$ cat src/design/ulms_defines.vh
`ifndef ULMS_DEFINES_VH
`define ULMS_DEFINES_VH

// register byte offsets on the bus
`define ULMS_OFS_RX_DATA    8'h00
`define ULMS_OFS_LINE_STAT  8'h04
`define ULMS_OFS_MODEM_STAT 8'h08
`define ULMS_OFS_MODEM_CTRL 8'h0c
`define ULMS_OFS_INT_STAT   8'h10
`define ULMS_OFS_INT_CLEAR  8'h14
`define ULMS_OFS_INT_ENABLE 8'h18
`define ULMS_OFS_RX_SHIFT   8'h1c

// line status fields
`define ULMS_LS_READY       0
`define ULMS_LS_OVERRUN     1

// modem status fields
`define ULMS_MS_D_CTS       0
`define ULMS_MS_D_DSR       1
`define ULMS_MS_TE_CALL     2
`define ULMS_MS_D_CAR       3

// modem control fields
`define ULMS_MC_DTR         0
`define ULMS_MC_RTS         1
`define ULMS_MC_OUT1        2
`define ULMS_MC_OUT2        3
`define ULMS_MC_LOOP        4
`define ULMS_MC_WIDTH       5

// interrupt status / clear / enable fields
`define ULMS_INT_MODEM      0
`define ULMS_INT_OVERRUN    1
`define ULMS_INT_RX         2
`define ULMS_INT_WIDTH      3

// reset values
`define ULMS_MC_RESET       5'h00
`define ULMS_IE_RESET       3'h0
`define ULMS_SYNC_RESET     4'hf

`endif

$ cat src/design/ulms_sync.v
`timescale 1ns/1ps
// two-flop synchroniser, one chain per bit
module ulms_sync #(
  parameter       WIDTH = 4,
  parameter [3:0] INIT  = 4'hf
) (
  // clock and reset
  input  wire             ref_clk,
  input  wire             rst_n,
  // async in, synced out
  input  wire [WIDTH-1:0] async_in,
  output wire [WIDTH-1:0] sync_out
);

  genvar i;
  generate
    for (i = 0; i < WIDTH; i = i + 1) begin : g_bit
      reg meta_q;
      reg stable_q;
      // first stage feeds only the second stage
      always @(posedge ref_clk or negedge rst_n) begin
        if (!rst_n) begin
          meta_q   <= INIT[i];
          stable_q <= INIT[i];
        end else begin
          meta_q   <= async_in[i];
          stable_q <= meta_q;
        end
      end
      assign sync_out[i] = stable_q;
    end
  endgenerate

endmodule // ulms_sync

$ cat src/design/ulms_rx_status.v
`timescale 1ns/1ps
// receive holding fifo with overrun and data ready status
module ulms_rx_status #(
  parameter DEPTH = 16,
  parameter AW    = 4
) (
  // clock and reset
  input  wire       ref_clk,
  input  wire       rst_n,
  // completed characters from the receive shifter
  input  wire       rx_char_valid,
  input  wire [7:0] rx_char,
  // host side
  input  wire       pop,
  input  wire       clr_overrun,
  output wire [7:0] head_data,
  output wire [7:0] shift_data,
  output wire       data_ready,
  output wire       overrun,
  output wire       overrun_evt,
  output wire       push_evt
);

  reg  [7:0]  mem [0:DEPTH-1];
  reg  [AW-1:0] wr_q;
  reg  [AW-1:0] rd_q;
  reg  [AW:0]   cnt_q;
  reg  [7:0]  shift_q;
  reg         ovr_q;
  wire        full;
  wire        empty;
  wire        do_pop;
  wire        do_push;

  assign full    = (cnt_q == DEPTH[AW:0]);
  assign empty   = (cnt_q == {(AW+1){1'b0}});
  assign do_pop  = pop && !empty;
  // a pop in the same cycle frees a slot, so that char is not lost
  assign do_push = rx_char_valid && (!full || do_pop);
  assign overrun_evt = rx_char_valid && full && !do_pop; // [RULE_01]
  assign push_evt    = do_push;

  // storage; on overrun the array is left alone
  always @(posedge ref_clk) begin
    if (do_push) begin
      mem[wr_q] <= rx_char; // [RULE_02]
    end
  end

  // pointers, count, shift copy and sticky overrun
  always @(posedge ref_clk or negedge rst_n) begin
    if (!rst_n) begin
      wr_q    <= {AW{1'b0}};
      rd_q    <= {AW{1'b0}};
      cnt_q   <= {(AW+1){1'b0}};
      shift_q <= 8'h00;
      ovr_q   <= 1'b0;
    end else begin
      if (do_push) begin
        wr_q <= wr_q + {{(AW-1){1'b0}}, 1'b1};
      end
      if (do_pop) begin
        rd_q <= rd_q + {{(AW-1){1'b0}}, 1'b1};
      end
      if (do_push && !do_pop) begin
        cnt_q <= cnt_q + {{AW{1'b0}}, 1'b1};
      end else if (do_pop && !do_push) begin
        cnt_q <= cnt_q - {{AW{1'b0}}, 1'b1};
      end
      if (rx_char_valid) begin
        shift_q <= rx_char; // overrun overwrites the shifter copy [RULE_02]
      end
      // set wins over a clearing read in the same cycle
      if (overrun_evt) begin
        ovr_q <= 1'b1; // [RULE_01]
      end else if (clr_overrun) begin
        ovr_q <= 1'b0;
      end
    end
  end

  assign head_data  = empty ? 8'h00 : mem[rd_q];
  assign shift_data = shift_q;
  assign data_ready = !empty; // [RULE_03]
  assign overrun    = ovr_q;

endmodule // ulms_rx_status

$ cat src/design/ulms_top.v
// Register access over AHB-Lite and the register addresses were chosen for this implementation.
`timescale 1ns/1ps
`include "ulms_defines.vh"
// How it works
// [RULE_01] overrun flag sets when full fifo receives more
// [RULE_02] overrun char stays in shifter, fifo untouched
// [RULE_03] data ready high while fifo holds data
// [RULE_04] four change bits set on input changes
// [RULE_05] reading modem status clears change bits
// [RULE_06] bit 7: inverted carrier, loopback user output two
// [RULE_07] bit 6: inverted call alert, loopback output one
// [RULE_08] bit 5: inverted dsr, loopback dtr bit
// [RULE_09] bit 4: inverted cts, loopback rts bit
// [RULE_10] bit 3 flags carrier change, raises interrupt
// [RULE_11] bit 2 flags call alert rising, raises interrupt
// [RULE_12] any change bit set raises modem interrupt
// [RULE_13] bit 0 flags cts change, raises interrupt
// [RULE_14] bit 1 flags dsr change, read clears
// [RULE_15] modem inputs synchronised before change detection
module ulms_top #(
  parameter RX_DEPTH = 16,
  parameter RX_AW    = 4
) (
  // clock and reset
  input  wire        ref_clk,
  input  wire        rst_n,
  // ahb-lite slave
  input  wire        hsel,
  input  wire [7:0]  haddr,
  input  wire [1:0]  htrans,
  input  wire        hwrite,
  input  wire [2:0]  hsize,
  input  wire [31:0] hwdata,
  input  wire        hready,
  output reg  [31:0] hrdata,
  output reg         hreadyout,
  output reg         hresp,
  // receive shifter
  input  wire        rx_char_valid,
  input  wire [7:0]  rx_char,
  // modem control inputs, active low
  input  wire        cts_n,
  input  wire        dsr_n,
  input  wire        call_alert_in_n,
  input  wire        carrier_detect_n,
  // modem control outputs, active low
  output reg         dtr_n,
  output reg         rts_n,
  output reg         user_output_one_n,
  output reg         user_output_two_n,
  // interrupts
  output reg         irq,
  output reg         modem_irq
);

  // bus phase capture
  reg  [7:0]  addr_q;
  reg         wr_pend_q;
  // modem control and change state
  reg  [`ULMS_MC_WIDTH-1:0]  modem_control_reg_q;
  reg  [3:0]                 delta_q;
  reg  [3:0]                 delta_d;
  reg  [3:0]                 prev_q;
  // interrupt registers
  reg  [`ULMS_INT_WIDTH-1:0] int_stat_q;
  reg  [`ULMS_INT_WIDTH-1:0] int_stat_d;
  reg  [`ULMS_INT_WIDTH-1:0] int_en_q;
  // read mux output
  reg  [31:0] rdata_d;

  // bus decode
  wire        addr_phase;
  wire        rd_take;
  wire        rd_rx;
  wire        rd_ls;
  wire        rd_ms;
  wire        wr_mc;
  wire        wr_ic;
  wire        wr_ie;
  // modem path
  wire        loop;
  wire [3:0]  loop_lvl;
  wire [3:0]  pin_sync;
  wire [3:0]  raw;
  wire [3:0]  change;
  wire [7:0]  modem_status_reg;
  wire [7:0]  line_status_reg;
  // receive side
  wire [7:0]  head_data;
  wire [7:0]  shift_data;
  wire        data_ready;
  wire        overrun;
  wire        overrun_evt;
  wire        push_evt;

  // a transfer is taken when selected, non-idle and the bus is ready
  assign addr_phase = hsel && htrans[1] && hready;
  assign rd_take    = addr_phase && !hwrite;
  assign rd_rx      = rd_take && (haddr == `ULMS_OFS_RX_DATA);
  assign rd_ls      = rd_take && (haddr == `ULMS_OFS_LINE_STAT);
  assign rd_ms      = rd_take && (haddr == `ULMS_OFS_MODEM_STAT);
  assign wr_mc      = wr_pend_q && (addr_q == `ULMS_OFS_MODEM_CTRL);
  assign wr_ic      = wr_pend_q && (addr_q == `ULMS_OFS_INT_CLEAR);
  assign wr_ie      = wr_pend_q && (addr_q == `ULMS_OFS_INT_ENABLE);

  // handshake: zero wait states, every transfer OKAY
  always @(posedge ref_clk or negedge rst_n) begin
    if (!rst_n) begin
      hreadyout <= 1'b0;
      hresp     <= 1'b0;
    end else begin
      hreadyout <= 1'b1;
      hresp     <= 1'b0;
    end
  end

  // address phase capture; writes land at the end of the data phase
  always @(posedge ref_clk or negedge rst_n) begin
    if (!rst_n) begin
      addr_q    <= 8'h00;
      wr_pend_q <= 1'b0;
    end else begin
      wr_pend_q <= addr_phase && hwrite;
      if (addr_phase) begin
        addr_q <= haddr;
      end
    end
  end

  // read data registered at the address edge, stands in data phase
  always @(posedge ref_clk or negedge rst_n) begin
    if (!rst_n) begin
      hrdata <= 32'h0000_0000;
    end else if (rd_take) begin
      hrdata <= rdata_d;
    end
  end

  // sync the modem pins before looking for edges
  ulms_sync #(
    .WIDTH (4),
    .INIT  (`ULMS_SYNC_RESET)
  ) u_sync (
    .ref_clk  (ref_clk),
    .rst_n    (rst_n),
    .async_in ({carrier_detect_n, call_alert_in_n, dsr_n, cts_n}),
    .sync_out (pin_sync)
  ); // [RULE_15]

  // receive fifo and line status
  ulms_rx_status #(
    .DEPTH (RX_DEPTH),
    .AW    (RX_AW)
  ) u_rx (
    .ref_clk       (ref_clk),
    .rst_n         (rst_n),
    .rx_char_valid (rx_char_valid),
    .rx_char       (rx_char),
    .pop           (rd_rx),
    .clr_overrun   (rd_ls),
    .head_data     (head_data),
    .shift_data    (shift_data),
    .data_ready    (data_ready),
    .overrun       (overrun),
    .overrun_evt   (overrun_evt),
    .push_evt      (push_evt)
  );

  // active-low view of the four inputs; loopback takes control bits
  assign loop = modem_control_reg_q[`ULMS_MC_LOOP];
  // loopback crosses dtr to dsr and rts to cts, not bit for bit
  assign loop_lvl[0] = ~modem_control_reg_q[`ULMS_MC_RTS]; // [RULE_09]
  assign loop_lvl[1] = ~modem_control_reg_q[`ULMS_MC_DTR]; // [RULE_08]
  assign loop_lvl[2] = ~modem_control_reg_q[`ULMS_MC_OUT1]; // [RULE_07]
  assign loop_lvl[3] = ~modem_control_reg_q[`ULMS_MC_OUT2]; // [RULE_06]
  assign raw  = loop ? loop_lvl : pin_sync;

  // per-input change detect: cts, dsr, call alert, carrier
  assign change[`ULMS_MS_D_CTS]   = raw[0] ^ prev_q[0]; // [RULE_13]
  assign change[`ULMS_MS_D_DSR]   = raw[1] ^ prev_q[1]; // [RULE_14]
  assign change[`ULMS_MS_TE_CALL] = raw[2] && !prev_q[2]; // [RULE_11]
  assign change[`ULMS_MS_D_CAR]   = raw[3] ^ prev_q[3]; // [RULE_10]

  // status bits are the complement of the active-low inputs
  assign modem_status_reg[7] = ~raw[3]; // [RULE_06]
  assign modem_status_reg[6] = ~raw[2]; // [RULE_07]
  assign modem_status_reg[5] = ~raw[1]; // [RULE_08]
  assign modem_status_reg[4] = ~raw[0]; // [RULE_09]
  assign modem_status_reg[3:0] = delta_q;

  assign line_status_reg = {6'h00, overrun, data_ready};

  // change bits: a new change beats a clearing read in the same cycle
  always @* begin
    delta_d = rd_ms ? 4'h0 : delta_q; // [RULE_05]
    delta_d = delta_d | change; // [RULE_04]
  end

  // sticky interrupt sources; set wins over a clear write
  always @* begin
    int_stat_d = int_stat_q;
    if (wr_ic) begin
      int_stat_d = int_stat_d & ~hwdata[`ULMS_INT_WIDTH-1:0];
    end
    int_stat_d[`ULMS_INT_MODEM]   = int_stat_d[`ULMS_INT_MODEM] | (|change); // [RULE_12]
    int_stat_d[`ULMS_INT_OVERRUN] = int_stat_d[`ULMS_INT_OVERRUN] | overrun_evt;
    int_stat_d[`ULMS_INT_RX]      = int_stat_d[`ULMS_INT_RX] | push_evt;
  end

  // read mux; values seen before this edge's side effects
  always @* begin
    rdata_d = 32'h0000_0000;
    case (haddr)
      `ULMS_OFS_RX_DATA:    rdata_d = {24'h000000, head_data};
      `ULMS_OFS_LINE_STAT:  rdata_d = {24'h000000, line_status_reg};
      `ULMS_OFS_MODEM_STAT: rdata_d = {24'h000000, modem_status_reg};
      `ULMS_OFS_MODEM_CTRL: rdata_d = {27'h0000000, modem_control_reg_q};
      `ULMS_OFS_INT_STAT:   rdata_d = {29'h00000000, int_stat_q};
      `ULMS_OFS_INT_ENABLE: rdata_d = {29'h00000000, int_en_q};
      `ULMS_OFS_RX_SHIFT:   rdata_d = {24'h000000, shift_data};
      default:              rdata_d = 32'h0000_0000;
    endcase
  end

  // modem control register; holds loopback and the four outputs
  always @(posedge ref_clk or negedge rst_n) begin
    if (!rst_n) begin
      modem_control_reg_q <= `ULMS_MC_RESET;
    end else if (wr_mc) begin
      modem_control_reg_q <= hwdata[`ULMS_MC_WIDTH-1:0];
    end
  end

  // interrupt enable register
  always @(posedge ref_clk or negedge rst_n) begin
    if (!rst_n) begin
      int_en_q <= `ULMS_IE_RESET;
    end else if (wr_ie) begin
      int_en_q <= hwdata[`ULMS_INT_WIDTH-1:0];
    end
  end

  // previous input levels and latched change bits
  always @(posedge ref_clk or negedge rst_n) begin
    if (!rst_n) begin
      prev_q  <= `ULMS_SYNC_RESET;
      delta_q <= 4'h0;
    end else begin
      prev_q  <= raw;
      delta_q <= delta_d; // [RULE_04]
    end
  end

  // sticky interrupt sources
  always @(posedge ref_clk or negedge rst_n) begin
    if (!rst_n) begin
      int_stat_q <= `ULMS_IE_RESET;
    end else begin
      int_stat_q <= int_stat_d;
    end
  end

  // level interrupts from next-state values, saving a cycle of lag
  always @(posedge ref_clk or negedge rst_n) begin
    if (!rst_n) begin
      irq       <= 1'b0;
      modem_irq <= 1'b0;
    end else begin
      irq       <= |(int_stat_d & int_en_q);
      modem_irq <= |delta_d; // [RULE_12]
    end
  end

  // loopback parks the pins inactive so the modem sees nothing
  always @(posedge ref_clk or negedge rst_n) begin
    if (!rst_n) begin
      dtr_n             <= 1'b1;
      rts_n             <= 1'b1;
      user_output_one_n <= 1'b1;
      user_output_two_n <= 1'b1;
    end else begin
      dtr_n             <= loop | ~modem_control_reg_q[`ULMS_MC_DTR];
      rts_n             <= loop | ~modem_control_reg_q[`ULMS_MC_RTS];
      user_output_one_n <= loop | ~modem_control_reg_q[`ULMS_MC_OUT1];
      user_output_two_n <= loop | ~modem_control_reg_q[`ULMS_MC_OUT2];
    end
  end

endmodule // ulms_top

$ cat config.mk
export PLATFORM = sky130hd
export DESIGN_NAME = ulms_top
export DESIGN_NICKNAME = d
export VERILOG_FILES = /design/src/design/ulms_sync.v /design/src/design/ulms_rx_status.v /design/src/design/ulms_top.v
export VERILOG_INCLUDE_DIRS = /design/src /design/src/design
export SDC_FILE = /design/constraint.sdc
export NUM_CORES = 1
export LEC_CHECK = 0
export BUFFER_PORTS_ARGS = -buffer_cell sky130_fd_sc_hd__buf_2
export CORE_MARGIN = 2
export CORE_UTILIZATION = 45
export CTS_BUF_LIST = sky130_fd_sc_hd__clkbuf_4 sky130_fd_sc_hd__clkbuf_8 sky130_fd_sc_hd__clkbuf_16
export DETAILED_ROUTE_END_ITERATION = 12
export PLACE_DENSITY = 0.66
export SLEW_MARGIN = 20
export SYNTH_ARGS = -nofsm -noshare
export SYNTH_HDL_FRONTEND = slang
export SYNTH_SLANG_ARGS = --single-unit
$ cat constraint.sdc
create_clock -name ref_clk -period 2.7 [get_ports ref_clk]
set_input_delay 0.135 -clock ref_clk [delete_from_list [all_inputs] [get_ports ref_clk]]
set_output_delay 0.135 -clock ref_clk [all_outputs]
set_load 0.05 [all_outputs]
==> metrics <==
final setup fails 0; PD cells 760 mW/mm²; fin crit period 2.61 ns; Synth cell types 59; most frequent cells in the layout edfxtp_1 (128), dfrtp_1 (56), buf_2 (45), buf_4 (42), mux4_2 (33); clk sink count 201; CTS tree yes; starting density of the core 0.456; num rows 50; mean number of vias per cell 5.55; largest net degree at the start of global routing 74; Async SR Flop Fraction 0.363; period utilization 0.965; Final Net Count 702; num ports 103; vias 4860; number of global-route vias before repair 4965; Iter 0 DRT Violations 334; first-pass GRT wire length 27900 µm; metal2 WL 8700 µm; Worst-Margin Slew 0.923 ns; die width 142 µm; DRC Markers 0; CTS root buf clkbuf_16; Area Growth Syn to Fin 18.0%; Post-synth EDFFs 128; Die Ht 142 µm; All-Layer GR Usage 0.182; element type at the critical path start register; GP Congestion 0.817; CP Data Required Time 3.07 ns; Final HPWL DP 11900 µm; die area 0.0200 mm²; clock-pin slew on the worst setup and hold paths 0.06 ns; Seq/Total Area, Yosys 0.669; total core area 0.0186 mm²; Avg Cell Area, Syn 16.2 µm²; most common cell after layout, fill and taps aside edfxtp_1; Max-Cap Viols 0; status complete, no violations; Crit. End Element register; initial antenna violation count 0; WL final 17800 µm; Pre-antenna DRT Iters 4; M1 WL 7660 µm; Max Slew Vio Count 0; max_slew headroom 0.385; Setup CP Type register to register; GR Overflow Total 0; f_max 384 MHz; Crit path arrival time 2.97 ns; Port Buf Inserts 46; Worst-Skew Late Latency 0.49 ns; layout cells sized above 1 0.343; DR WL met3 1010 µm; uppermost layer routed met4; ANT nets after route 0; final hold viol count 0; H-tree depth 1; main flop type after synthesis edfxtp_1; flops & latches, synth 201; Synth Warn # 0; largest fanout on the critical path 4; Hold/Removal Path Class input port to register; Final Core Density 0.539; cells after synthesis 526; Setup Skew 0.0173 ns; Mapped Area 0.00851 mm²; hold slack 0.0260 ns; Max IR drop VDD 0.394 mV; CTS Buf Count 21; clk buf depth 3; Leak 3.62 nW; post-DR wirelength/cell 20.3 µm; # diodes 0
==> report_power, final <==
| part | switching, W | total, W | internal, W |
|---|---|---|---|
| clock network | 0.00113 | 0.00265 | 0.00152 |
| logic | 0.000673 | 0.00116 | 0.000488 |
| registers | 0.000190 | 0.00382 | 0.00363 |
| total | 0.00200 | 0.00763 | 0.00563 |
==> cell usage after synthesis, drive strengths merged, types with 3 or more instances <==
cell type / instances / area, µm²
ha: 9 / 113
inv: 14 / 52.6
a221o: 5 / 50.1
nand2: 14 / 52.6
a41oi: 3 / 26.3
clkbuf: 16 / 60.1
xor2: 4 / 35.0
nand4b: 6 / 52.6
mux2: 29 / 327
nor2: 27 / 101
dfrtp: 57 / 1430
a21o: 4 / 30.0
nor3: 6 / 30.0
nor4: 7 / 43.8
or4: 5 / 45.0
nand4: 4 / 25.0
and2: 5 / 31.3
xnor2: 9 / 78.8
edfxtp: 128 / 3840
o21ai: 9 / 45.0
nand3b: 4 / 30.0
nand2b: 7 / 43.8
nand3: 10 / 50.1
a21oi: 8 / 40.0
dfstp: 16 / 420
mux2i: 16 / 160
buf: 32 / 234
o22ai: 5 / 31.3
o31a: 3 / 26.3
mux4: 33 / 743
==> critical path, cell delays in order (launching register included) <==
cell and delay [ns]:
dfrtp_1 0.41, or4_4 0.58, nor2_4 0.13, or3_4 0.14, ha_4 0.12, inv_2 0.05, fa_2 0.38, a21o_1 0.19
a21oi_2 0.13, xnor2_1 0.13, nor2_1 0.08, xor2_1 0.13
==> registers in the layout, summed over array words and instances (netlist names) <==
| name | count |
|---|---|
| addr_q | 8 |
| delta_q | 4 |
| dtr_n | 1 |
| hrdata | 8 |
| hreadyout | 1 |
| int_en_q | 3 |
| int_stat_q | 3 |
| irq | 1 |
| modem_control_reg_q | 5 |
| modem_irq | 1 |
| prev_q | 4 |
| rts_n | 1 |
| u_rx.cnt_q | 5 |
| u_rx.mem | 128 |
| u_rx.overrun | 1 |
| u_rx.rd_q | 4 |
| u_rx.shift_data | 8 |
| u_rx.wr_q | 4 |
| u_sync.g_bit.meta_q | 4 |
| u_sync.g_bit.stable_q | 4 |
| user_output_one_n | 1 |
| user_output_two_n | 1 |
| wr_pend_q | 1 |
==> per-stage QoR <==
stage / total power [W] / instances / area [µm²] / setup TNS, ns / setup WS [ns]
finish: 0.00763 / 876 / 10000 / 0 / 0.0945
global route: 0.00795 / 876 / 10000 / -0.0660 / -0.0642
CTS: 0.00764 / 875 / 9980 / 0 / 0.00313
detailed placement: 0.00497 / 824 / 9190 / -0.0948 / -0.0623
global placement: 0.00489 / 824 / 9190 / -0.00392 / -0.00392
floorplan: 0.00455 / 550 / 8620 / 0 / 0.0197
==> repair_timing <==
item / in CTS / in global routing
gates resized for setup: 1 / 9
endpoints found under the hold margin: 74 / 0
hold buffers: 15 / 0
setup endpoints to repair: 1 / 2
pin swaps: 0 / 7
buffers inserted: 0 / 1
==> cell type report <==
cell class                 instances  area (µm²)
clock buffer                      25         574
clock inverter                    11        68.8
fill                            1452        8600
inverter                          15        57.6
multi-input combinational        286        2620
sequential                       201        5690
tap                              234         293
timing repair buffer             104         731
==> cell families after synthesis <==
group	synth area share
other cells	0.000883
fa+ha+maj	0.0156
buf+inv	0.0412
compound gates	0.0490
xor+xnor	0.0134
mux	0.145
flops	0.669
simple gates	0.0668
==> worst paths after layout <==
| path | from | endpoint | slack [ns] | cells past startpoint |
|---|---|---|---|---|
| hold / removal | haddr[1] | addr_q[1] | 0.03 | 3 |
| setup reg to reg | u_rx.cnt_q[0] | u_rx.cnt_q[4] | 0.09 | 11 |
| max in group asynchronous | rst_n | u_rx.rd_q[1] | 1.72 | 2 |
| min in group asynchronous | rst_n | addr_q[7] | 0.32 | 2 |
| setup / recovery | u_rx.cnt_q[0] | u_rx.cnt_q[4] | 0.09 | 11 |
| hold reg to reg | u_sync.g_bit[3].meta_q | u_sync.g_bit[3].stable_q | 0.36 | 0 |
==> routing by layer <==
metal | global-route usage | up-vias
li1 | - | 2179
met1 | 0.252 | 2483
met3 | 0.0236 | 36
met4 | 0.0616 | 0
met5 | 0 | -
met2 | 0.299 | 162
Note: power is estimated with default switching activity, not from simulation.
